<file path="config.mk">
export PLATFORM = sky130hd
export DESIGN_NAME = fcm_device_flat
export DESIGN_NICKNAME = d
export VERILOG_FILES = /design/src/fcm_pkg.sv /design/src/fcm_if.sv /design/src/fcm_device.sv /design/src/flat_wrapper.sv
export SDC_FILE = /design/constraint.sdc
export NUM_CORES = 1
export LEC_CHECK = 0
export ABC_CLOCK_PERIOD_IN_PS = 5420
export BUFFER_PORTS_ARGS = -buffer_cell sky130_fd_sc_hd__buf_2
export CORE_ASPECT_RATIO = 2
export CORE_MARGIN = 4
export CORE_UTILIZATION = 30
export CTS_CLUSTER_SIZE = 25
export DETAILED_ROUTE_END_ITERATION = 6
export GPL_ROUTABILITY_DRIVEN = 0
export MAX_ROUTING_LAYER = met4
export PLACE_DENSITY = 0.49
export SLEW_MARGIN = 20
export SYNTH_ARGS = -nofsm -noshare
export SYNTH_HDL_FRONTEND = slang
export SYNTH_SLANG_ARGS = --single-unit
</file>
<file path="constraint.sdc">
create_clock -name clk_i -period 5.42 [get_ports clk_i]
set_input_delay 1.084 -clock clk_i [delete_from_list [all_inputs] [get_ports clk_i]]
set_output_delay 1.084 -clock clk_i [all_outputs]
set_load 0.1 [all_outputs]
</file>
<file path="src/fcm_pkg.sv">
// package: constants and types for fifo clock master and width config
package fcm_pkg;
  // ----------------------------------------
  // width select decode
  // ----------------------------------------
  localparam logic [2:0]  WSEL_X9       = 3'h0;
  localparam logic [2:0]  WSEL_X18      = 3'h3;
  localparam logic [2:0]  WSEL_X36      = 3'h7;
  localparam int          WSEL_W        = 3;
  localparam int          WIDTH_W       = 6;
  localparam int          DEPTH_W       = 24;
  // depth in words, log2: 8M, 4M, 2M
  localparam logic [4:0]  DEPTH_LOG_8M  = 5'h17;
  localparam logic [4:0]  DEPTH_LOG_4M  = 5'h16;
  localparam logic [4:0]  DEPTH_LOG_2M  = 5'h15;
  localparam logic [3:0]  GUARD_MIN     = 4'h4;
  localparam logic [3:0]  GUARD_MAX     = 4'h8;
  localparam logic [3:0]  GUARD_LOCS    = 4'h8;
  // ----------------------------------------
  // configuration register
  // ----------------------------------------
  localparam logic [3:0]  REG_FAST_CLK  = 4'hA;
  localparam int          FAST_BIT_POS  = 7;
  localparam logic [7:0]  FAST_RST      = 8'h80;
  // ----------------------------------------
  // timing
  // ----------------------------------------
  localparam int          CNT_W         = 10;
  localparam logic [9:0]  CNT_TERM      = 10'h3FF;
  // pll lock interval, in system clock (clk_i) cycles
  localparam int          PLL_CYCLES    = 1024;
  localparam logic [10:0] PLL_COUNT     = 11'(PLL_CYCLES);
  localparam int          PLL_W         = 11;

  typedef enum logic [1:0] {
    FCM_EVAL = 2'b00,
    FCM_LOCK = 2'b01,
    FCM_RUN  = 2'b11
  } fcm_state_e;

  // word width per select code (bits)
  function automatic logic [5:0] fcm_width(input logic [2:0] sel);
    case (sel)
      3'h0:    fcm_width = 6'd9;
      3'h1:    fcm_width = 6'd12;
      3'h2:    fcm_width = 6'd16;
      3'h3:    fcm_width = 6'd18;
      3'h4:    fcm_width = 6'd20;
      3'h5:    fcm_width = 6'd24;
      3'h6:    fcm_width = 6'd32;
      default: fcm_width = 6'd36;
    endcase
  endfunction : fcm_width

  // log2 of single-queue depth per select code
  function automatic logic [4:0] fcm_depth_log(input logic [2:0] sel);
    if (sel == WSEL_X9) begin
      fcm_depth_log = DEPTH_LOG_8M;
    end else if (sel <= WSEL_X18) begin
      fcm_depth_log = DEPTH_LOG_4M;
    end else begin
      fcm_depth_log = DEPTH_LOG_2M;
    end
  endfunction : fcm_depth_log
endpackage : fcm_pkg

</file>
<file path="src/fcm_if.sv">
// interface: port clock ticks, reset, width select and config register access
`timescale 1ns/1ps
`default_nettype none
interface fcm_if;
  logic       wclk_tick;       // one-cycle enable per write port clock edge
  logic       rclk_tick;       // one-cycle enable per read port clock edge
  logic       master_reset_pin; // restarts evaluation, active high
  logic [2:0] port_width_select;
  logic       cfg_wr;          // config write strobe
  logic [3:0] cfg_addr;
  logic [7:0] cfg_wdata;
  logic [7:0] cfg_rdata;
  logic       pll_locked;      // device ready for fifo traffic
  logic       master_is_wclk;

  modport device (
    input  wclk_tick, rclk_tick, master_reset_pin, port_width_select,
           cfg_wr, cfg_addr, cfg_wdata,
    output cfg_rdata, pll_locked, master_is_wclk
  );
  modport host (
    output wclk_tick, rclk_tick, master_reset_pin, port_width_select,
           cfg_wr, cfg_addr, cfg_wdata,
    input  cfg_rdata, pll_locked, master_is_wclk
  );
endinterface : fcm_if
`default_nettype wire

</file>
<file path="src/fcm_device.sv">
// device end: width decode, faster-clock evaluation, pll lock timing
`timescale 1ns/1ps
`default_nettype none
module fcm_device (
  input  wire logic         clk_i,         // 10 mhz system clock
  input  wire logic         sys_rst_i,     // sync reset, active high
  fcm_if.device             link,          // port side
  input  wire logic         two_queue_i,   // two-queue mode select
  output logic [5:0]        word_width_o,  // decoded word width, bits
  output logic [4:0]        depth_log_o,   // log2 of queue depth
  output logic [3:0]        guard_locs_o,  // unwritable guard locations
  output logic              eval_done_o    // evaluation finished
);
  typedef struct packed {
    fcm_pkg::fcm_state_e st;
    logic [9:0]          wcnt;
    logic [9:0]          rcnt;
    logic [10:0]         pll;
    logic                fast;
    logic [5:0]          width;
    logic [4:0]          dlog;
    logic [3:0]          guard;
    logic                done;
    logic [7:0]          rdata;
    logic                freq_chg;
  } fcm_dev_s;

  fcm_dev_s s_r;
  fcm_dev_s s_nxt;
  logic     w_term;
  logic     r_term;

  assign w_term = link.wclk_tick && (s_r.wcnt == fcm_pkg::CNT_TERM);
  assign r_term = link.rclk_tick && (s_r.rcnt == fcm_pkg::CNT_TERM);

  // ----------------------------------------
  // next state
  // ----------------------------------------
  always_comb begin
    s_nxt = s_r;
    s_nxt.width = fcm_pkg::fcm_width(link.port_width_select);
    // second queue takes half the storage
    s_nxt.dlog = fcm_pkg::fcm_depth_log(link.port_width_select)
                 - {4'h0, two_queue_i};
    s_nxt.guard = fcm_pkg::GUARD_LOCS;
    s_nxt.freq_chg = 1'b0;
    case (s_r.st)
      fcm_pkg::FCM_EVAL: begin
        if (link.wclk_tick) begin
          s_nxt.wcnt = s_r.wcnt + 10'h001;
        end
        if (link.rclk_tick) begin
          s_nxt.rcnt = s_r.rcnt + 10'h001;
        end
        if (w_term || r_term) begin
          s_nxt.fast = w_term;
          s_nxt.done = 1'b1;
          s_nxt.st   = fcm_pkg::FCM_LOCK;
          s_nxt.pll  = fcm_pkg::PLL_COUNT;
        end
      end
      fcm_pkg::FCM_LOCK: begin
        if (s_r.pll == 11'h000) begin
          s_nxt.st = fcm_pkg::FCM_RUN;
        end else begin
          s_nxt.pll = s_r.pll - 11'h001;
        end
      end
      fcm_pkg::FCM_RUN: begin
      end
      default: begin
        s_nxt.st = fcm_pkg::FCM_EVAL;
      end
    endcase
    // user write replaces the evaluated master, pll relocks on change
    if (link.cfg_wr && link.cfg_addr == fcm_pkg::REG_FAST_CLK && s_r.done) begin
      s_nxt.fast = link.cfg_wdata[fcm_pkg::FAST_BIT_POS];
      if (link.cfg_wdata[fcm_pkg::FAST_BIT_POS] != s_r.fast) begin
        s_nxt.freq_chg = 1'b1;
        s_nxt.st  = fcm_pkg::FCM_LOCK;
        s_nxt.pll = fcm_pkg::PLL_COUNT;
      end
    end
    if (link.master_reset_pin) begin
      s_nxt.st   = fcm_pkg::FCM_EVAL;
      s_nxt.wcnt = '0;
      s_nxt.rcnt = '0;
      s_nxt.pll  = '0;
      s_nxt.done = 1'b0;
      s_nxt.fast = fcm_pkg::FAST_RST[fcm_pkg::FAST_BIT_POS];
    end
    // read data follows the final fast bit, reset included
    s_nxt.rdata = (link.cfg_addr == fcm_pkg::REG_FAST_CLK)
                  ? {s_nxt.fast, 7'h00} : 8'h00;
  end

  // ----------------------------------------
  // registers
  // ----------------------------------------
  always_ff @(posedge clk_i) begin
    if (sys_rst_i) begin
      s_r.st       <= fcm_pkg::FCM_EVAL;
      s_r.wcnt     <= '0;
      s_r.rcnt     <= '0;
      s_r.pll      <= '0;
      s_r.fast     <= fcm_pkg::FAST_RST[fcm_pkg::FAST_BIT_POS];
      s_r.width    <= '0;
      s_r.dlog     <= '0;
      s_r.guard    <= fcm_pkg::GUARD_LOCS;
      s_r.done     <= 1'b0;
      s_r.rdata    <= fcm_pkg::FAST_RST;
      s_r.freq_chg <= 1'b0;
    end else begin
      s_r <= s_nxt;
    end
  end

  assign link.cfg_rdata      = s_r.rdata;
  assign link.pll_locked     = (s_r.st == fcm_pkg::FCM_RUN);
  assign link.master_is_wclk = s_r.fast;
  assign word_width_o        = s_r.width;
  assign depth_log_o         = s_r.dlog;
  assign guard_locs_o        = s_r.guard;
  assign eval_done_o         = s_r.done;
endmodule : fcm_device
`default_nettype wire

</file>
<file path="src/flat_wrapper.sv">
// flat-port wrapper written by rule: the top's interface ports become plain ports
module fcm_device_flat 
  (clk_i, sys_rst_i, two_queue_i, word_width_o, depth_log_o, guard_locs_o, eval_done_o, link_wclk_tick, link_rclk_tick, link_master_reset_pin, link_port_width_select, link_cfg_wr, link_cfg_addr, link_cfg_wdata, link_cfg_rdata, link_pll_locked, link_master_is_wclk);
  fcm_if link_i ();
  input  wire logic clk_i;
  input  wire logic sys_rst_i;
  input  wire logic two_queue_i;
  output logic [5:0] word_width_o;
  output logic [4:0] depth_log_o;
  output logic [3:0] guard_locs_o;
  output logic eval_done_o;
  input wire logic [$bits(link_i.wclk_tick)-1:0] link_wclk_tick;
  input wire logic [$bits(link_i.rclk_tick)-1:0] link_rclk_tick;
  input wire logic [$bits(link_i.master_reset_pin)-1:0] link_master_reset_pin;
  input wire logic [$bits(link_i.port_width_select)-1:0] link_port_width_select;
  input wire logic [$bits(link_i.cfg_wr)-1:0] link_cfg_wr;
  input wire logic [$bits(link_i.cfg_addr)-1:0] link_cfg_addr;
  input wire logic [$bits(link_i.cfg_wdata)-1:0] link_cfg_wdata;
  output wire logic [$bits(link_i.cfg_rdata)-1:0] link_cfg_rdata;
  output wire logic [$bits(link_i.pll_locked)-1:0] link_pll_locked;
  output wire logic [$bits(link_i.master_is_wclk)-1:0] link_master_is_wclk;
  assign link_i.wclk_tick = link_wclk_tick;
  assign link_i.rclk_tick = link_rclk_tick;
  assign link_i.master_reset_pin = link_master_reset_pin;
  assign link_i.port_width_select = link_port_width_select;
  assign link_i.cfg_wr = link_cfg_wr;
  assign link_i.cfg_addr = link_cfg_addr;
  assign link_i.cfg_wdata = link_cfg_wdata;
  assign link_cfg_rdata = link_i.cfg_rdata;
  assign link_pll_locked = link_i.pll_locked;
  assign link_master_is_wclk = link_i.master_is_wclk;
  fcm_device u_core (.clk_i(clk_i), .sys_rst_i(sys_rst_i), .link(link_i), .two_queue_i(two_queue_i), .word_width_o(word_width_o), .depth_log_o(depth_log_o), .guard_locs_o(guard_locs_o), .eval_done_o(eval_done_o));
endmodule
</file>
# ---- Yosys cells after proc, flatten, opt, wreduce, memory -nomap -nowiden
# Index checks and enable logic that the tools add are counted.
dict set report totals {
  memories 0
  latchBits 0
  mem_bits_rw 0
  regBits 58
  rom_bits 0
  out_inout_bits 26
  elab_cells 58
}
dict set report op_classes {
  n_div 0
  n_eq_ne 12
  bitwise_logic 0
  n_mul 0
  mux 19
  magnitude_cmp 1
  shift 0
  n_addsub 4
  n_reduce_logical 12
}
# operator count
set op_table {}
lappend op_table {{6-bit case mux with 7 select lines} 1}
lappend op_table {{34-bit two-way mux} 1}
lappend op_table {{12-bit two-way mux} 2}
lappend op_table {{11-bit two-way mux} 2}
lappend op_table {{11-bit case mux with 2 select lines} 1}
lappend op_table {{10-bit by 1-bit adder with 10-bit output (second input constant)} 2}
lappend op_table {{10-bit equality test (second input constant)} 2}
lappend op_table {{10-bit two-way mux} 2}
lappend op_table {{20-bit two-way mux} 1}
lappend op_table {{11-bit zero test} 1}
lappend op_table {{11-bit by 1-bit subtractor with 11-bit output (second input constant)} 1}
lappend op_table {{2-bit two-way mux} 5}
lappend op_table {{3-bit equality test (second input constant)} 3}
lappend op_table {{8-bit two-way mux} 1}
lappend op_table {{3-bit by 2-bit equality test with 1-bit output (second input constant)} 2}
lappend op_table {{2-bit case mux with 3 select lines} 1}
lappend op_table {{2-bit AND reduction} 3}
lappend op_table {{5-bit two-way mux} 1}
lappend op_table {{5-bit by 1-bit subtractor with 5-bit output} 1}
lappend op_table {{4-bit equality test (second input constant)} 1}
lappend op_table {{1-bit logical AND} 4}
lappend op_table {{3-bit by 1-bit equality test with 1-bit output (second input constant)} 1}
lappend op_table {{3-bit by 2-bit <= comparator with 1-bit output (second input constant)} 1}
lappend op_table {{3-bit zero test} 1}
lappend op_table {{7 further kinds} 7}

# ---- Logic depth before layout (Yosys ltp)
dict set report logic_depth {
  depth_word 9
  mapped_depth 7
  ltp_nobuf 6
}

# ---- Worst setup path after synthesis
# OpenSTA, ideal clock, no wires.
dict set report synth_timing {
  path_type {register to output}
  start {reg u_core.s_r[57] (netlist bit)}
  end {out link_pll_locked}
  stages_incl_launch_ff 3
  n_path_buf 1
  arrival_time_ps 1374
  setup_slack_ps 2962
  cell_sequence {dfxtp_1 -> clkbuf_1 -> and2_1}
}
dict set report synth_via {
  elab_chain_len 1
}
# element line_no
set synth_lines {}
lappend synth_lines {{start: declaration} fcm_device.sv:28} ;# fcm_dev_s s_r;
lappend synth_lines {{start signal: assignment} fcm_device.sv:114} ;# s_r <= s_nxt;
lappend synth_lines {{2-bit equality test} fcm_device.sv:119} ;# assign link.pll_locked = (s_r.st == fcm_pkg::FCM_RUN);
lappend synth_lines {{end: declaration} flat_wrapper.sv:20} ;# output wire logic [$bits(link_i.pll_locked)-1:0] link_pll_locked;
# No other way between the ends.

# ---- Final worst setup path
dict set report layout_timing {
  start {reg u_core.s_r[58] (netlist bit)}
  end {out link_pll_locked}
}
# Same word-level chain as after synthesis.

==> flow_metrics.tcl <==
set metrics [dict create \
    status "finished, final reports clean" \
    std_cell_rows 45 \
    grt_overflow 0 \
    die_y_um 133.4 \
    slew-limit-headroom_pct 41.50 \
    critPathMaxStageDelay_ns 0.56 \
    ir_drop_mv 0.1592 \
    numClockSinks 46 \
    setup_tns_ns 0 \
    dp_hpwl_um 3739 \
    critPathLaunchType "flop" \
    netlist_area_um2 2359 \
    numCtsBuffers 5 \
    ctsHoldBuffers 0 \
    layout_setup_ws_ns 2.892 \
    clk-insertion-delay-late_ns 0.28 \
    rsz0062_at_grt "false" \
    synth_compound_area_share_pct 12.10 \
    pre_cts_ws_ns 2.740 \
    crit_buf_inv 1 \
    cts_tree "done" \
    antenna_found_initial 0 \
    syn_inst 277 \
    port_buffers 28 \
    fillerInstances 809 \
    worstMarginPinSlew_ns 0.8700 \
    postRouteWirelength_um 5009 \
    fp.dieW_um 70.70 \
    worstPathCellList "and2_1, buf_2" \
    first_pass_iters 4 \
    grt_pass1_vias 1822 \
    hp-class "flop to flop" \
    cp_max_fo 12 \
    via_count 1896 \
    clk_pin_slew_ns 0.06 \
    ant_nets 0 \
    post-route-period-util_pct 46.65 \
    clockRootBuffer "clkbuf_16" \
    grt_pass1_wl_um 8328 \
    async_flop_share_pct 0 \
    start_util_pct 31.03 \
    syn_to_final_growth_pct 8.912 \
    cp-end-kind "primary output" \
    worstPathRequired_ns 4.34 \
    hold_slack_ns 0.5006 \
    postCtsSetupBuffers 0 \
    crit_family "flip-flops" \
    synth-adder-area-share_pct 2.653 \
    synth.ff_latch_count 46 \
    crit_arrival_ns 1.44 \
    synth_top_area_share_pct 39.05 \
    drive_above_1_share_pct 14.58 \
    grt_max_degree 30 \
    synth-main-ff-cell "dfxtp_1" \
    synthMuxAreaShare_pct 0.8488 \
    core_um2 7601 \
    yosys.area.top_type "dfxtp_1" \
    fmax_mhz 395.5 \
    synth_top_family_by_area "simple AND/OR/NAND/NOR gates" \
    clock_skew_ns 0.006332 \
    synthDistinctLibCells 52 \
    drc_errors 0 \
    synthSimpleGateAreaFrac_pct 27.27 \
    boundaryPins 48 \
    antenna_cells 0 \
    vias_per_cell 4.963 \
    cp.depth 2 \
    setup_violations 0 \
    wl_per_cell_um 13.11 \
    yosys_warnings 0 \
    track_usage_pct 11.01 \
    maxSlewViolCount 0 \
    clk_path_buf_depth 2 \
    leakage_uw 0.0009461 \
    htree_levels 2 \
    critical_path_class "flop to primary output" \
    nets 314 \
    synth-xor-area-share_pct 6.684 \
    min_period_ns 2.528 \
    cts_resized 0 \
    die_area_um2 9430 \
    syn_area_per_cell_um2 8.514 \
    synth_edf_count 0 \
    cp_slowest_cell "dfxtp_1" \
    r2r_cells 6 \
    drtIter0Drc 38 \
    synthTopCellsByArea "dfxtp_1 39%, buf_4 7.3%, nor2_1 5.7%, xnor2_1 5.2%, nand2_1 2.7%" \
    ys_seq_area_share_pct 39.05 \
    power_density_nw_per_um2 290.6 \
    hold_viol 0 \
    cap_violations 0 \
    min_path_cells 2 \
]
-- worst min-delay path, cell delays in order (launching register included) --
cell and delay, ns:
dfxtp_1 0.32, o41ai_1 0.06, a31oi_1 0.07
-- cells in the mapped netlist (3+ instances only) --
cell       instances
a211oi_1           3
a21oi_1            3
a31oi_1            4
and3_1             3
and4_1             3
buf_4             23
clkbuf_1           7
dfxtp_1           46
ha_1               5
inv_1              9
nand2_1           17
nand3_1            5
nand4_1            6
nand4bb_1          4
nor2_1            36
nor2b_1            3
nor3_1            12
nor3b_1            3
nor4_1             6
o2111ai_1          5
o21ai_0           10
or3_1              7
xnor2_1           14
xor2_1             4
-- metal layers --
metal	track usage (%)	wire length (µm)
met1	10.92	1950
met2	21.30	2769
met3	1.813	202
met4	3.138	87
met5	-	0
-- through the flow --
step | instance area, µm² | utilization, % | instances | total power, µW
final | 2569 | 33.79 | 382 | 746.4
after global routing | 2569 | 33.79 | 382 | 772.2
after CTS | 2569 | 33.79 | 382 | 760.7
after floorplan | 2396 | - | 287 | 457.4
after detailed placement | 2426 | 31.92 | 374 | 458.5
after global placement | 2426 | 31.92 | 374 | 458.2
-- flip-flops by register name, indices dropped and copies added, names as in the netlist --
| register | count |
|---|---|
| u_core.s_r | 33 |
| u_core.word_width_o | 6 |
| u_core.depth_log_o | 4 |
| u_core.eval_done_o | 1 |
| u_core.link.cfg_rdata | 1 |
| u_core.link.master_is_wclk | 1 |
-- logic make-up after synthesis --
kind of cell	Yosys count
AO/OA/AOI/OAI	41
XOR/XNOR	18
AND/OR/NAND/NOR	119
adder cells (fa/ha/maj)	5
buffers and inverters	44
flip-flops	46
multiplexers	2
other	2
-- cells in the final DEF, fill, tap and decap left out, types with 6 or more instances in the layout --
cell     instances
nor3_1          12
nor4_1           6
conb_1          12
o21ai_0         10
xnor2_1         14
inv_1            9
nand4_1          6
buf_2           28
dfxtp_1         46
nand2_1         17
or3_1            7
nor2_1          36
-- power by group --
part           internal, µW  total (µW)  switching (µW)
Combinational          14.8         104            89.6
Sequential              344         346            1.92
Clock                   171         296             125
Total                   530         746             217
-- cell type report --
cell class,instances,area (µm²),area share (%)
tap,94,117.6,4.579
clock buffer,6,128.9,5.017
sequential,46,920.9,35.85
clock inverter,2,13.76,0.5358
timing repair buffer,28,140.1,5.455
inverter,9,33.78,1.315
multi-input combinational,197,1214,47.25
-- final timing paths --
kind | endpoint | slack (ns) | startpoint
min | u_core.s_r[36]$_SDFF_PP0_ | 0.50 | u_core.s_r[36]$_SDFF_PP0_
max reg2reg | u_core.s_r[27]$_SDFF_PP0_ | 3.22 | u_core.s_r[26]$_SDFF_PP0_
max | link_pll_locked | 2.89 | u_core.s_r[58]$_SDFF_PP0_
min reg2reg | u_core.s_r[36]$_SDFF_PP0_ | 0.50 | u_core.s_r[36]$_SDFF_PP0_
Note: power is estimated with default switching activity, not from simulation.
